**src/rcsr_pkg.sv**
```systemverilog
package rcsr_pkg;

  // register byte addresses on the 12-bit apb address
  localparam logic [11:0] ADDR_CAUSE    = 12'hff0;  // read: cause flags, write: watchdog ctl
  localparam logic [11:0] ADDR_IRQ_STAT = 12'h100;  // sticky event bits, write one to clear
  localparam logic [11:0] ADDR_IRQ_MASK = 12'h104;  // event enables

  // field positions inside the cause byte
  localparam int POS_POWER_ON = 7;
  localparam int POS_SLEEP    = 6;
  localparam int POS_WDOG     = 5;
  localparam int POS_PIN      = 4;
  localparam int POS_LOW_VOLT = 0;

  // cause flags, packed as {power_on, sleep_recovery, watchdog_timeout, pin_reset}
  localparam logic [3:0] CAUSE_POWER_ON  = 4'h8;
  localparam logic [3:0] CAUSE_PIN       = 4'h1;
  localparam logic [3:0] CAUSE_WDOG_RUN  = 4'h2;
  localparam logic [3:0] CAUSE_WDOG_STOP = 4'h6;
  localparam logic [3:0] CAUSE_GPIO_STOP = 4'h4;

  // event index in the interrupt status and mask registers
  localparam int NUM_EVT       = 7;
  localparam int EVT_POWER_ON  = 0;
  localparam int EVT_PIN       = 1;
  localparam int EVT_WDOG_RUN  = 2;
  localparam int EVT_DBG_CTL   = 3;
  localparam int EVT_DBG_PIN   = 4;
  localparam int EVT_GPIO_STOP = 5;
  localparam int EVT_WDOG_STOP = 6;

  // apb request as seen by the slave
  typedef struct packed {
    logic        psel;
    logic        penable;
    logic        pwrite;
    logic [11:0] paddr;
    logic [31:0] pwdata;
  } rcsr_apb_req_s;

  // one-cycle pulses from the reset and recovery sources
  typedef struct packed {
    logic power_on;   // power-on reset
    logic pin_reset;  // external reset pin
    logic wdog_tmo;   // watchdog time-out, stop or run decided by in_stop
    logic dbg_ctl;    // debugger control bit reset
    logic dbg_pin;    // debug_pin low out of stop
    logic gpio_stop;  // gpio transition recovery from stop
  } rcsr_events_s;

  // complete state of the block
  typedef struct packed {
    logic [3:0]         flags;     // power_on, sleep_recovery, watchdog_timeout, pin_reset
    logic [3:0]         snap;      // flags returned by a pending read
    logic [7:0]         rdata;     // read data held for the access phase
    logic               slverr;    // unmapped address seen at setup
    logic [NUM_EVT-1:0] irq_stat;  // sticky event bits
    logic [NUM_EVT-1:0] irq_mask;  // event enables
    logic               irq;       // registered interrupt level
    logic               wdc_wr;    // watchdog control write strobe
    logic [7:0]         wdc_data;  // watchdog control write data
  } rcsr_state_s;

  localparam rcsr_state_s STATE_RESET = '{flags: CAUSE_POWER_ON, default: '0};

endpackage

```
**src/rcsr_top.sv**
```systemverilog
// Design decision made here: the APB interface to the registers.
`timescale 1ns/1ps
// How it works
// RULE_01: cause reads at ff0, writes go to watchdog
// RULE_02: eight bits: por, stop, wdt, pin, lvd
// RULE_03: power-on sets only the power-on flag
// RULE_04: watchdog or stop recovery clears power-on
// RULE_05: reading clears power-on after it returns
// RULE_06: stop recovery sets sleep flag, wdt tells cause
// RULE_07: sleep flag cleared by por, running wdt
// RULE_08: reading clears sleep recovery flag
// RULE_09: wdt flag cleared by por, gpio, read
// RULE_10: software reads cause before clearing wdt irq
// RULE_11: pin reset sets pin flag, cleared likewise
// RULE_12: low voltage bit is live, never latched
// RULE_13: debugger control reset leaves only power-on
// RULE_14: debug pin stop reset leaves only power-on
// RULE_15: gpio stop recovery sets only sleep flag
// RULE_16: stop watchdog recovery sets sleep and wdt
// RULE_17: running watchdog reset sets only wdt
// RULE_18: reset pin sets only pin flag
// RULE_19: reserved bits read zero, writes change nothing
module rcsr_top (
  input  wire logic                  clk,        // system clock, 100 mhz
  input  wire logic                  rst,        // synchronous reset, treated as power-on
  input  wire logic                  psel,       // apb select
  input  wire logic                  penable,    // apb enable
  input  wire logic                  pwrite,     // apb direction, 1 = write
  input  wire logic [11:0]           paddr,      // apb byte address
  input  wire logic [31:0]           pwdata,     // apb write data
  output logic      [31:0]           prdata,     // apb read data
  output logic                       pready,     // apb ready
  output logic                       pslverr,    // apb error on unmapped address
  input  wire rcsr_pkg::rcsr_events_s evt,       // reset and recovery pulses
  input  wire logic                  in_stop,    // part is in stop mode
  input  wire logic                  low_volt,   // live low-voltage comparator
  output logic                       wdc_wr,     // watchdog control write pulse
  output logic      [7:0]            wdc_data,   // watchdog control write data
  output logic      [3:0]            cause_flags,// current cause flags
  output logic                       irq         // interrupt level
);

  // cause value for this cycle's events; bit 4 says whether any event hit
  function automatic logic [4:0] cause_of(input rcsr_pkg::rcsr_events_s e, input logic stop);
    logic [4:0] c;
    c = 5'h00;
    if (e.power_on) begin
      c = {1'b1, rcsr_pkg::CAUSE_POWER_ON};           // see RULE_03
    end else if (e.pin_reset) begin
      c = {1'b1, rcsr_pkg::CAUSE_PIN};                // see RULE_18, see RULE_11
    end else if (e.dbg_ctl) begin
      c = {1'b1, rcsr_pkg::CAUSE_POWER_ON};           // see RULE_13
    end else if (e.dbg_pin) begin
      c = {1'b1, rcsr_pkg::CAUSE_POWER_ON};           // see RULE_14
    end else if (e.wdog_tmo && stop) begin
      c = {1'b1, rcsr_pkg::CAUSE_WDOG_STOP};          // see RULE_16, see RULE_06, see RULE_04
    end else if (e.wdog_tmo) begin
      c = {1'b1, rcsr_pkg::CAUSE_WDOG_RUN};           // see RULE_17, see RULE_07, see RULE_04
    end else if (e.gpio_stop) begin
      c = {1'b1, rcsr_pkg::CAUSE_GPIO_STOP};          // see RULE_15, see RULE_09
    end
    return c;
  endfunction

  // one bit per event for the interrupt status register
  function automatic logic [rcsr_pkg::NUM_EVT-1:0] evt_vec(input rcsr_pkg::rcsr_events_s e,
                                                            input logic stop);
    logic [rcsr_pkg::NUM_EVT-1:0] v;
    v = '0;
    v[rcsr_pkg::EVT_POWER_ON]  = e.power_on;
    v[rcsr_pkg::EVT_PIN]       = e.pin_reset;
    v[rcsr_pkg::EVT_WDOG_RUN]  = e.wdog_tmo & ~stop;
    v[rcsr_pkg::EVT_DBG_CTL]   = e.dbg_ctl;
    v[rcsr_pkg::EVT_DBG_PIN]   = e.dbg_pin;
    v[rcsr_pkg::EVT_GPIO_STOP] = e.gpio_stop;
    v[rcsr_pkg::EVT_WDOG_STOP] = e.wdog_tmo & stop;
    return v;
  endfunction

  // address decode, used for setup and access phases alike
  function automatic logic [2:0] decode(input logic [11:0] a);
    return {a == rcsr_pkg::ADDR_IRQ_MASK, a == rcsr_pkg::ADDR_IRQ_STAT,
            a == rcsr_pkg::ADDR_CAUSE};
  endfunction

  rcsr_pkg::rcsr_state_s          s_q;
  rcsr_pkg::rcsr_state_s          s_d;
  rcsr_pkg::rcsr_apb_req_s        req;
  logic                           setup;
  logic                           access;
  logic [2:0]                     hit;
  logic [4:0]                     cause;
  logic [rcsr_pkg::NUM_EVT-1:0]   ev;

  assign req    = '{psel: psel, penable: penable, pwrite: pwrite, paddr: paddr, pwdata: pwdata};
  assign setup  = req.psel & ~req.penable;
  assign access = req.psel & req.penable;
  assign hit    = decode(req.paddr);
  assign cause  = cause_of(evt, in_stop);
  assign ev     = evt_vec(evt, in_stop);

  // next-state logic: bus first, then events, so a set in the same cycle as a clear wins
  always_comb begin
    s_d        = s_q;
    s_d.wdc_wr = 1'b0;
    if (setup) begin
      // sample read data early so data comes from flops; zero-wait access phase follows
      s_d.slverr = ~|hit;
      s_d.snap   = 4'h0;
      s_d.rdata  = 8'h00;
      if (!req.pwrite && hit[0]) begin
        // bit placement from the package; reserved bits keep the zero set above
        s_d.rdata[rcsr_pkg::POS_POWER_ON] = s_q.flags[3];    // see RULE_02
        s_d.rdata[rcsr_pkg::POS_SLEEP]    = s_q.flags[2];
        s_d.rdata[rcsr_pkg::POS_WDOG]     = s_q.flags[1];
        s_d.rdata[rcsr_pkg::POS_PIN]      = s_q.flags[0];
        s_d.rdata[rcsr_pkg::POS_LOW_VOLT] = low_volt;        // see RULE_12, see RULE_19
        s_d.snap  = s_q.flags;
      end else if (!req.pwrite && hit[1]) begin
        s_d.rdata = 8'(s_q.irq_stat);
      end else if (!req.pwrite && hit[2]) begin
        s_d.rdata = 8'(s_q.irq_mask);
      end
    end
    if (access) begin
      if (!req.pwrite && hit[0]) begin
        // clear only what the read returned; anything set since stays for the next read
        s_d.flags = s_q.flags & ~s_q.snap;            // see RULE_05, see RULE_08, see RULE_09
      end
      if (req.pwrite && hit[0]) begin
        s_d.wdc_wr   = 1'b1;                          // see RULE_01
        s_d.wdc_data = req.pwdata[7:0];
      end
      if (req.pwrite && hit[1]) begin
        s_d.irq_stat = s_q.irq_stat & ~req.pwdata[rcsr_pkg::NUM_EVT-1:0];
      end
      if (req.pwrite && hit[2]) begin
        s_d.irq_mask = req.pwdata[rcsr_pkg::NUM_EVT-1:0];
      end
      s_d.snap = 4'h0;
    end
    // reset and recovery events overwrite the whole cause set
    if (cause[4]) begin
      s_d.flags = cause[3:0];                         // see RULE_03, see RULE_11
    end
    s_d.irq_stat = s_d.irq_stat | ev;
    s_d.irq      = |(s_d.irq_stat & s_d.irq_mask);
  end

  // single state register
  always_ff @(posedge clk) begin
    if (rst) begin
      s_q <= rcsr_pkg::STATE_RESET;                   // see RULE_03
    end else begin
      s_q <= s_d;
    end
  end

  // outputs; upper read bits are always zero
  assign prdata      = {24'h000000, s_q.rdata};       // see RULE_19
  assign pready      = access;
  assign pslverr     = access & s_q.slverr;
  assign wdc_wr      = s_q.wdc_wr;
  assign wdc_data    = s_q.wdc_data;
  assign cause_flags = s_q.flags;
  assign irq         = s_q.irq;

  // bus phases on the cause address, decoded here from the pins and the map constants
  logic cause_read;
  logic cause_write;
  logic cause_setup;
  logic no_evt;
  logic no_higher;
  logic mapped;
  assign cause_setup = setup && !pwrite && paddr == rcsr_pkg::ADDR_CAUSE;
  assign cause_read  = access && !pwrite && paddr == rcsr_pkg::ADDR_CAUSE;
  assign cause_write = access && pwrite && paddr == rcsr_pkg::ADDR_CAUSE;
  // a quiet cycle, so a clear check is not hidden behind a fresh cause
  assign no_evt      = evt == '0;
  // nothing that outranks the watchdog and gpio recoveries
  assign no_higher   = !evt.power_on && !evt.pin_reset && !evt.dbg_ctl && !evt.dbg_pin;
  // map from the address constants, independent of the decode function
  assign mapped      = paddr == rcsr_pkg::ADDR_CAUSE || paddr == rcsr_pkg::ADDR_IRQ_STAT ||
                       paddr == rcsr_pkg::ADDR_IRQ_MASK;
endmodule

```
**config.mk**
```make
export PLATFORM = sky130hd
export DESIGN_NAME = rcsr_top
export DESIGN_NICKNAME = d
export VERILOG_FILES = /design/src/rcsr_pkg.sv /design/src/rcsr_top.sv
export SDC_FILE = /design/constraint.sdc
export NUM_CORES = 1
export LEC_CHECK = 0
export ABC_CLOCK_PERIOD_IN_PS = 2950
export BUFFER_PORTS_ARGS = -buffer_cell sky130_fd_sc_hd__buf_2
export CAP_MARGIN = 10
export CELL_PAD_IN_SITES_DETAIL_PLACEMENT = 0
export CELL_PAD_IN_SITES_GLOBAL_PLACEMENT = 1
export CORE_UTILIZATION = 34
export CTS_BUF_LIST = sky130_fd_sc_hd__clkbuf_8
export DETAILED_ROUTE_END_ITERATION = 10
export HOLD_SLACK_MARGIN = 0.08
export PLACE_DENSITY_LB_ADDON = 0.15
export SLEW_MARGIN = 10
export SYNTH_ARGS = -nofsm -noshare
export SYNTH_HDL_FRONTEND = slang
export SYNTH_SLANG_ARGS = --single-unit
```
**constraint.sdc**
```tcl
create_clock -name clk -period 2.95 [get_ports clk]
set_input_delay 0.1475 -clock clk [delete_from_list [all_inputs] [get_ports clk]]
set_output_delay 0.1475 -clock clk [all_outputs]
set_load 0.05 [all_outputs]
```
==> out/results.txt, run 1 <==
Status = finished, final reports clean
Biggest area consumer among synthesized cells = dfxtp_1
Ys async rst share = 0
Sequential area share after synthesis = 0.374
Crit path cell chain = buf_2 > or4b_1 > nor4_4 > buf_4 > mux2_2 > a22oi_1 > a41oi_2
Yosys cell types = 41
Comb pwr share = 0.169
Post CTS Setup Buffer Count = 0
H-tree level count = 2
Max_cap viols = 0
Final instance count without filler cells = 358
Clock Path Buffers = 2
Fin crit share = 0.712
Antenna-violating nets left = 0
Nets = 340
Remaining Overflow, GRT = 0
Crit path time final = 2.10 ns
Clock Pin Slew Worst Setup and Hold Paths = 0.07 ns
Setup TNS Final = 0 ns
F_max = 476 MHz
Routed WL = 5170 um
Sw Share = 0.301
Num rows = 28
Drt pass-1 iters = 4
Sequential power share = 0.506
M1 wire length = 2470 um
Psw = 0.340 mW
Crit path kind = input pin to flip-flop
Post-synth EDFFs = 0
First-pass GRT wire length = 7780 um
Routed WL per cell = 14.4 um
Die Height = 82.4 um
Worst Tran Pin Value = 0.897 ns
Synth-to-Final Area Change = 8.77%
Core ar. = 0.00606 mm2
Crit-path max FO = 9
Unrepaired setup endpoints after global routing = no
Main flop type after synthesis = dfxtp_1
Crit path largest cell delay = 0.74 ns
Internal = 0.791 mW
GPL Wtd Cong = 0.832
Clk sinks = 41
Post_cts resized = 0
Tot Pwr = 1.13 mW
Die ar. = 0.00678 mm2
Ports = 105
Clk network pwr share = 0.326
Routed via count = 1759
Clock Skew = 0.00553 ns
Port bufs = 56
Post-Syn Area = 0.00220 mm2
Avg Inst Size Synth = 8.82 um2
Initial DRC count = 90
Highest metal used = met4
Routed met2 length = 2340 um
Largest net degree at the start of global routing = 39
Startpoint Class = input pin
Skew-Pair Late Insertion Delay = 0.29 ns
Hold_ws = 0.107 ns
Slew Limit Headroom = 0.396
Top-count cell post-synth = buf_4
Hold Crit Class = input pin to flip-flop
Yosys reg bits = 41
Req. time, crit path = 3.08 ns
Final hold viol count = 0
P_leak = 1.02 nW
DR DRC count = 0
Crit-path slowest cell = or4b_1
Slew Viols, Final = 0
Die width = 82.4 um
Metal3 WL = 303 um
Detail Placement HPWL = 3790 um
Clock root buffer = clkbuf_8
Dpl cells = 351
Post-synth top cells = buf_4 (44), dfxtp_1 (41), nor2_1 (27)
Initial antenna violation count = 0
Area contributors post-synth = dfxtp_1 (37%), buf_4 (15%), mux2_2 (5.6%)
Crit end category = flip-flop
Hold buffers post-CTS = 0
Total GRT Usage = 0.159
Area share of the largest cell type after synthesis = 0.374
Pwr/cell area = 474 mW/mm2
Starting density of the core = 0.362
CTS buffer count = 5
Share of layout cells above drive strength 1 = 0.290
Arr. time, crit path = 2.23 ns
CTS tree = built
Vias per inst = 4.91
Final setup fails = 0
# diodes = 0
Post-Synthesis Cells = 249
Vias in the first global route = 1528
Synth warn = 0
Worst vdd ir = 0.202 mV
## cell type report
cell class,instances,area [um2]
timing repair buffer,60,310
inverter,3,11.3
multi-input combinational,172,1070
tap,75,93.8
fill,650,3670
sequential,41,821
clock inverter,1,3.75
clock buffer,6,82.6
## critical path, delay by kind of cell
family,cells,cell delay [ns]
and+or+nand+nor,2,1.07
muxes,1,0.36
AOI/OAI and AO/OA,2,0.35
buffers and inverters,2,0.30
## power groups by stage
stage          logic, mW  registers, mW  clock network, mW
2_1_floorplan      0.174          0.583                  0
4_1_cts            0.192          0.572              0.385
3_5_place_dp       0.192          0.585                  0
3_3_place_gp       0.191          0.585                  0
6_report           0.191          0.572              0.368
5_1_grt            0.206          0.573              0.410
## per-layer routing
layer,vias to the layer above,GRT usage
met5,-,0
met4,0,0.0526
met3,4,0.0341
met2,63,0.248
met1,819,0.217
li1,873,-
## worst paths after layout
path                  start        endpoint  slack [ns]  cells after the start
max                paddr[1]             irq        0.85                      7
min               pwdata[7]     wdc_data[7]        0.11                      3
max reg2reg  cause_flags[0]  cause_flags[0]        1.58                      4
min reg2reg       prdata[1]       prdata[1]        0.46                      2
## cells in the final DEF (no fill, tap or decap), types with 8 or more instances in the layout
| cell | n |
|---|---|
| mux2_2 | 11 |
| buf_2 | 56 |
| nand2_1 | 12 |
| conb_1 | 24 |
| mux2i_1 | 11 |
| a21oi_1 | 11 |
| nand3_1 | 10 |
| nor2b_1 | 11 |
| dfxtp_1 | 41 |
| a31oi_1 | 8 |
| nor2_1 | 27 |
## sequential cells by signal, indices dropped and copies added, names as in the netlist
signal and flops:
s_q 19, prdata 8, wdc_data 8, cause_flags 4, irq 1, wdc_wr 1
## cell families (layout without fill, tap and decap cells)
group           Yosys count  count (layout)  synth area share
compound gates           34              34             0.107
buf+inv                  59              70             0.180
other cells               1              24           0.00171
mux                      22              22             0.107
flops                    41              41             0.374
simple gates             92              92             0.231
## metrics by stage
step	util	setup WS [ns]	area [um2]
6_report	0.394	0.850	2390
5_1_grt	0.394	0.767	2390
4_1_cts	0.394	0.870	2390
3_5_place_dp	0.380	0.557	2300
3_3_place_gp	0.380	0.575	2300
2_1_floorplan	-	0.808	2280
Note: power is estimated with default switching activity, not from simulation.
==> run 2, diff against run 1 <==
--- a/config.mk
+++ b/config.mk
@@ -5,7 +5,7 @@
 export SDC_FILE = /design/constraint.sdc
 export NUM_CORES = 1
 export LEC_CHECK = 0
-export ABC_CLOCK_PERIOD_IN_PS = 2950
+export ABC_CLOCK_PERIOD_IN_PS = 2170
 export BUFFER_PORTS_ARGS = -buffer_cell sky130_fd_sc_hd__buf_2
 export CAP_MARGIN = 10
 export CELL_PAD_IN_SITES_DETAIL_PLACEMENT = 0
==> constraint.sdc (replaced) <==
create_clock -name clk -period 2.17 [get_ports clk]
set_input_delay 0.1085 -clock clk [delete_from_list [all_inputs] [get_ports clk]]
set_output_delay 0.1085 -clock clk [all_outputs]
set_load 0.05 [all_outputs]
==> out/results.txt, run 2 (synthesis results as in run 1) <==
Status = finished, final reports clean (unchanged)
Routed WL per cell = 14.0 um (was 14.4 um)
Routed WL = 5240 um (was 5170 um)
R2R Setup Slk = 0.81 ns (was 1.58 ns)
Die ar. = 0.00678 mm2 (unchanged)
GPL Wtd Cong = 0.832 (about the same)
Unrepaired setup endpoints after global routing = no (unchanged)
Post-DP Area = 0.00240 mm2 (was 0.00230 mm2)
F_max = 537 MHz
DR DRC count = 0 (unchanged)
Share of layout cells above drive strength 1 = 0.318 (was 0.290)
CTS tree = built (unchanged)
Vias per inst = 4.85 (was 4.91)
Die width = 82.4 um (unchanged)
Crit end category = flip-flop (unchanged)
Vias in the first global route = 1596 (was 1528)
Dpl cells = 362 (was 351)
Clock root buffer = clkbuf_8 (unchanged)
Final hold viol count = 0 (unchanged)
Hold Crit Class = input pin to flip-flop (unchanged)
Pre-CTS WS = 0.000850 ns (was 0.557 ns)
Slew Viols, Final = 0 (unchanged)
Final setup fails = 0 (unchanged)
First-pass GRT wire length = 8020 um (was 7780 um)
Arr. time, crit path = 2.01 ns (was 2.23 ns)
Tot Pwr = 1.56 mW (was 1.13 mW)
Drt pass-1 iters = 4 (unchanged)
Nets = 355 (was 340)
Remaining Overflow, GRT = 0 (unchanged)
Port bufs = 56 (unchanged)
Worst hold stages = 3 (unchanged)
Slew Limit Headroom = 0.508 (was 0.396)
Req. time, crit path = 2.32 ns (was 3.08 ns)
Final instance count without filler cells = 374 (was 358)
Max FFs per register = 19 (unchanged)
# diodes = 0 (unchanged)
H-tree level count = 2 (unchanged)
Critical path destination = irq (unchanged)
Clock Path Buffers = 2 (unchanged)
Clk sinks = 41 (unchanged)
CTS buffer count = 5 (unchanged)
Skew-Pair Late Insertion Delay = 0.30 ns (was 0.29 ns)
Fin crit share = 0.858
FF-to-FF End = cause_flags[0] (unchanged)
Core ar. = 0.00606 mm2 (unchanged)
Biggest register = s_q (unchanged)
Detail Placement HPWL = 3820 um (was 3790 um)
Worst Setup SP = paddr[1] (unchanged)
Num rows = 28 (unchanged)
Ports = 105 (unchanged)
Worst vdd ir = 0.303 mV (was 0.202 mV)
Fin area = 0.00252 mm2 (was 0.00239 mm2)
Commonest non-fill, non-tap cells in the layout = buf_2 (56), dfxtp_1 (41), nor2_1 (27) (unchanged)
Initial DRC count = 51 (was 90)
Crit path kind = input pin to flip-flop (unchanged)
Crit-path max FO = 4 (was 9)
Worst Tran Pin Value = 0.738 ns (was 0.897 ns)
R2r startpoint = cause_flags[0] (unchanged)
Synth-to-Final Area Change = 14.9% (was 8.77%)
Post CTS Setup Buffer Count = 0 (unchanged)
Worst R2R Path Depth = 4 (unchanged)
Pwr/cell area = 619 mW/mm2 (was 474 mW/mm2)
Routed via count = 1814 (was 1759)
P_leak = 1.09 nW (was 1.02 nW)
Max_cap viols = 0 (unchanged)
Setup ws final = 0.309 ns (was 0.850 ns)
Startpoint Class = input pin (unchanged)
Clock Pin Slew Worst Setup and Hold Paths = 0.08 ns (was 0.07 ns)
Die Height = 82.4 um (unchanged)
Most common cell after layout, fill and taps aside = buf_2 (unchanged)
Clock Skew = 0.00292 ns (was 0.00553 ns)
Starting density of the core = 0.362 (unchanged)
Total GRT Usage = 0.163 (was 0.159)
Largest net degree at the start of global routing = 39 (unchanged)
Antenna-violating nets left = 0 (unchanged)
Initial antenna violation count = 0 (unchanged)
Crit path time final = 1.86 ns
[run 2: critical path, cell delays in order]
cell	delay (ns)
buf_2	0.09
or4b_1	0.62
or4_1	0.64
o22ai_1	0.22
o22a_1	0.22
a41oi_2	0.11
[run 2: timing repair]
action	CTS	global route
resized for setup	0	0
setup endpoints to repair	0	0
hold buffers	3	1
endpoints found under the hold margin	3	1
[run 2: worst min path at each step]
stage               startpoint              to  slack [ns]
floorplan               evt[5]  cause_flags[3]        0.21
global placement     pwdata[7]     wdc_data[7]        0.34
detailed placement   pwdata[7]     wdc_data[7]        0.36
CTS                     evt[5]  cause_flags[3]        0.08
global route         pwdata[5]     wdc_data[5]        0.09
finish               pwdata[5]     wdc_data[5]        0.08
[run 2: per-stage QoR]
| stage | util | hold slack, ns | TNS, ns |
|---|---|---|---|
| 5_1_grt | 0.416 | 0.0868 | 0 |
| 3_3_place_gp | 0.396 | 0.343 | -0.00446 |
| 3_5_place_dp | 0.396 | 0.357 | 0 |
| 2_1_floorplan | - | 0.214 | 0 |
| 6_report | 0.416 | 0.0808 | 0 |
| 4_1_cts | 0.415 | 0.0813 | 0 |
[run 2: metal layers]
metal  vias up  routed length (um)  global-route usage
li1        910                   -                   -
met4         0                  65              0.0579
met5         -                   0                   0
met1       839                2520               0.224
met3         8                 311              0.0297
met2        57                2340               0.254
[run 2: final cells by class]
class                           instances  area, um2
Clock buffer                            5       68.8
Tap cell                               75       93.8
Multi-Input combinational cell        172       1070
Timing Repair Buffer                   75        445
Clock inverter                          3       17.5
Inverter                                3       11.3
Sequential cell                        41        821
Fill cell                             649       3540
[run 2: report_power, final]
group | internal (mW) | total [mW] | switching, mW
logic | 0.0694 | 0.272 | 0.203
registers | 0.768 | 0.778 | 0.00932
clock network | 0.222 | 0.514 | 0.291
total | 1.06 | 1.56 | 0.503
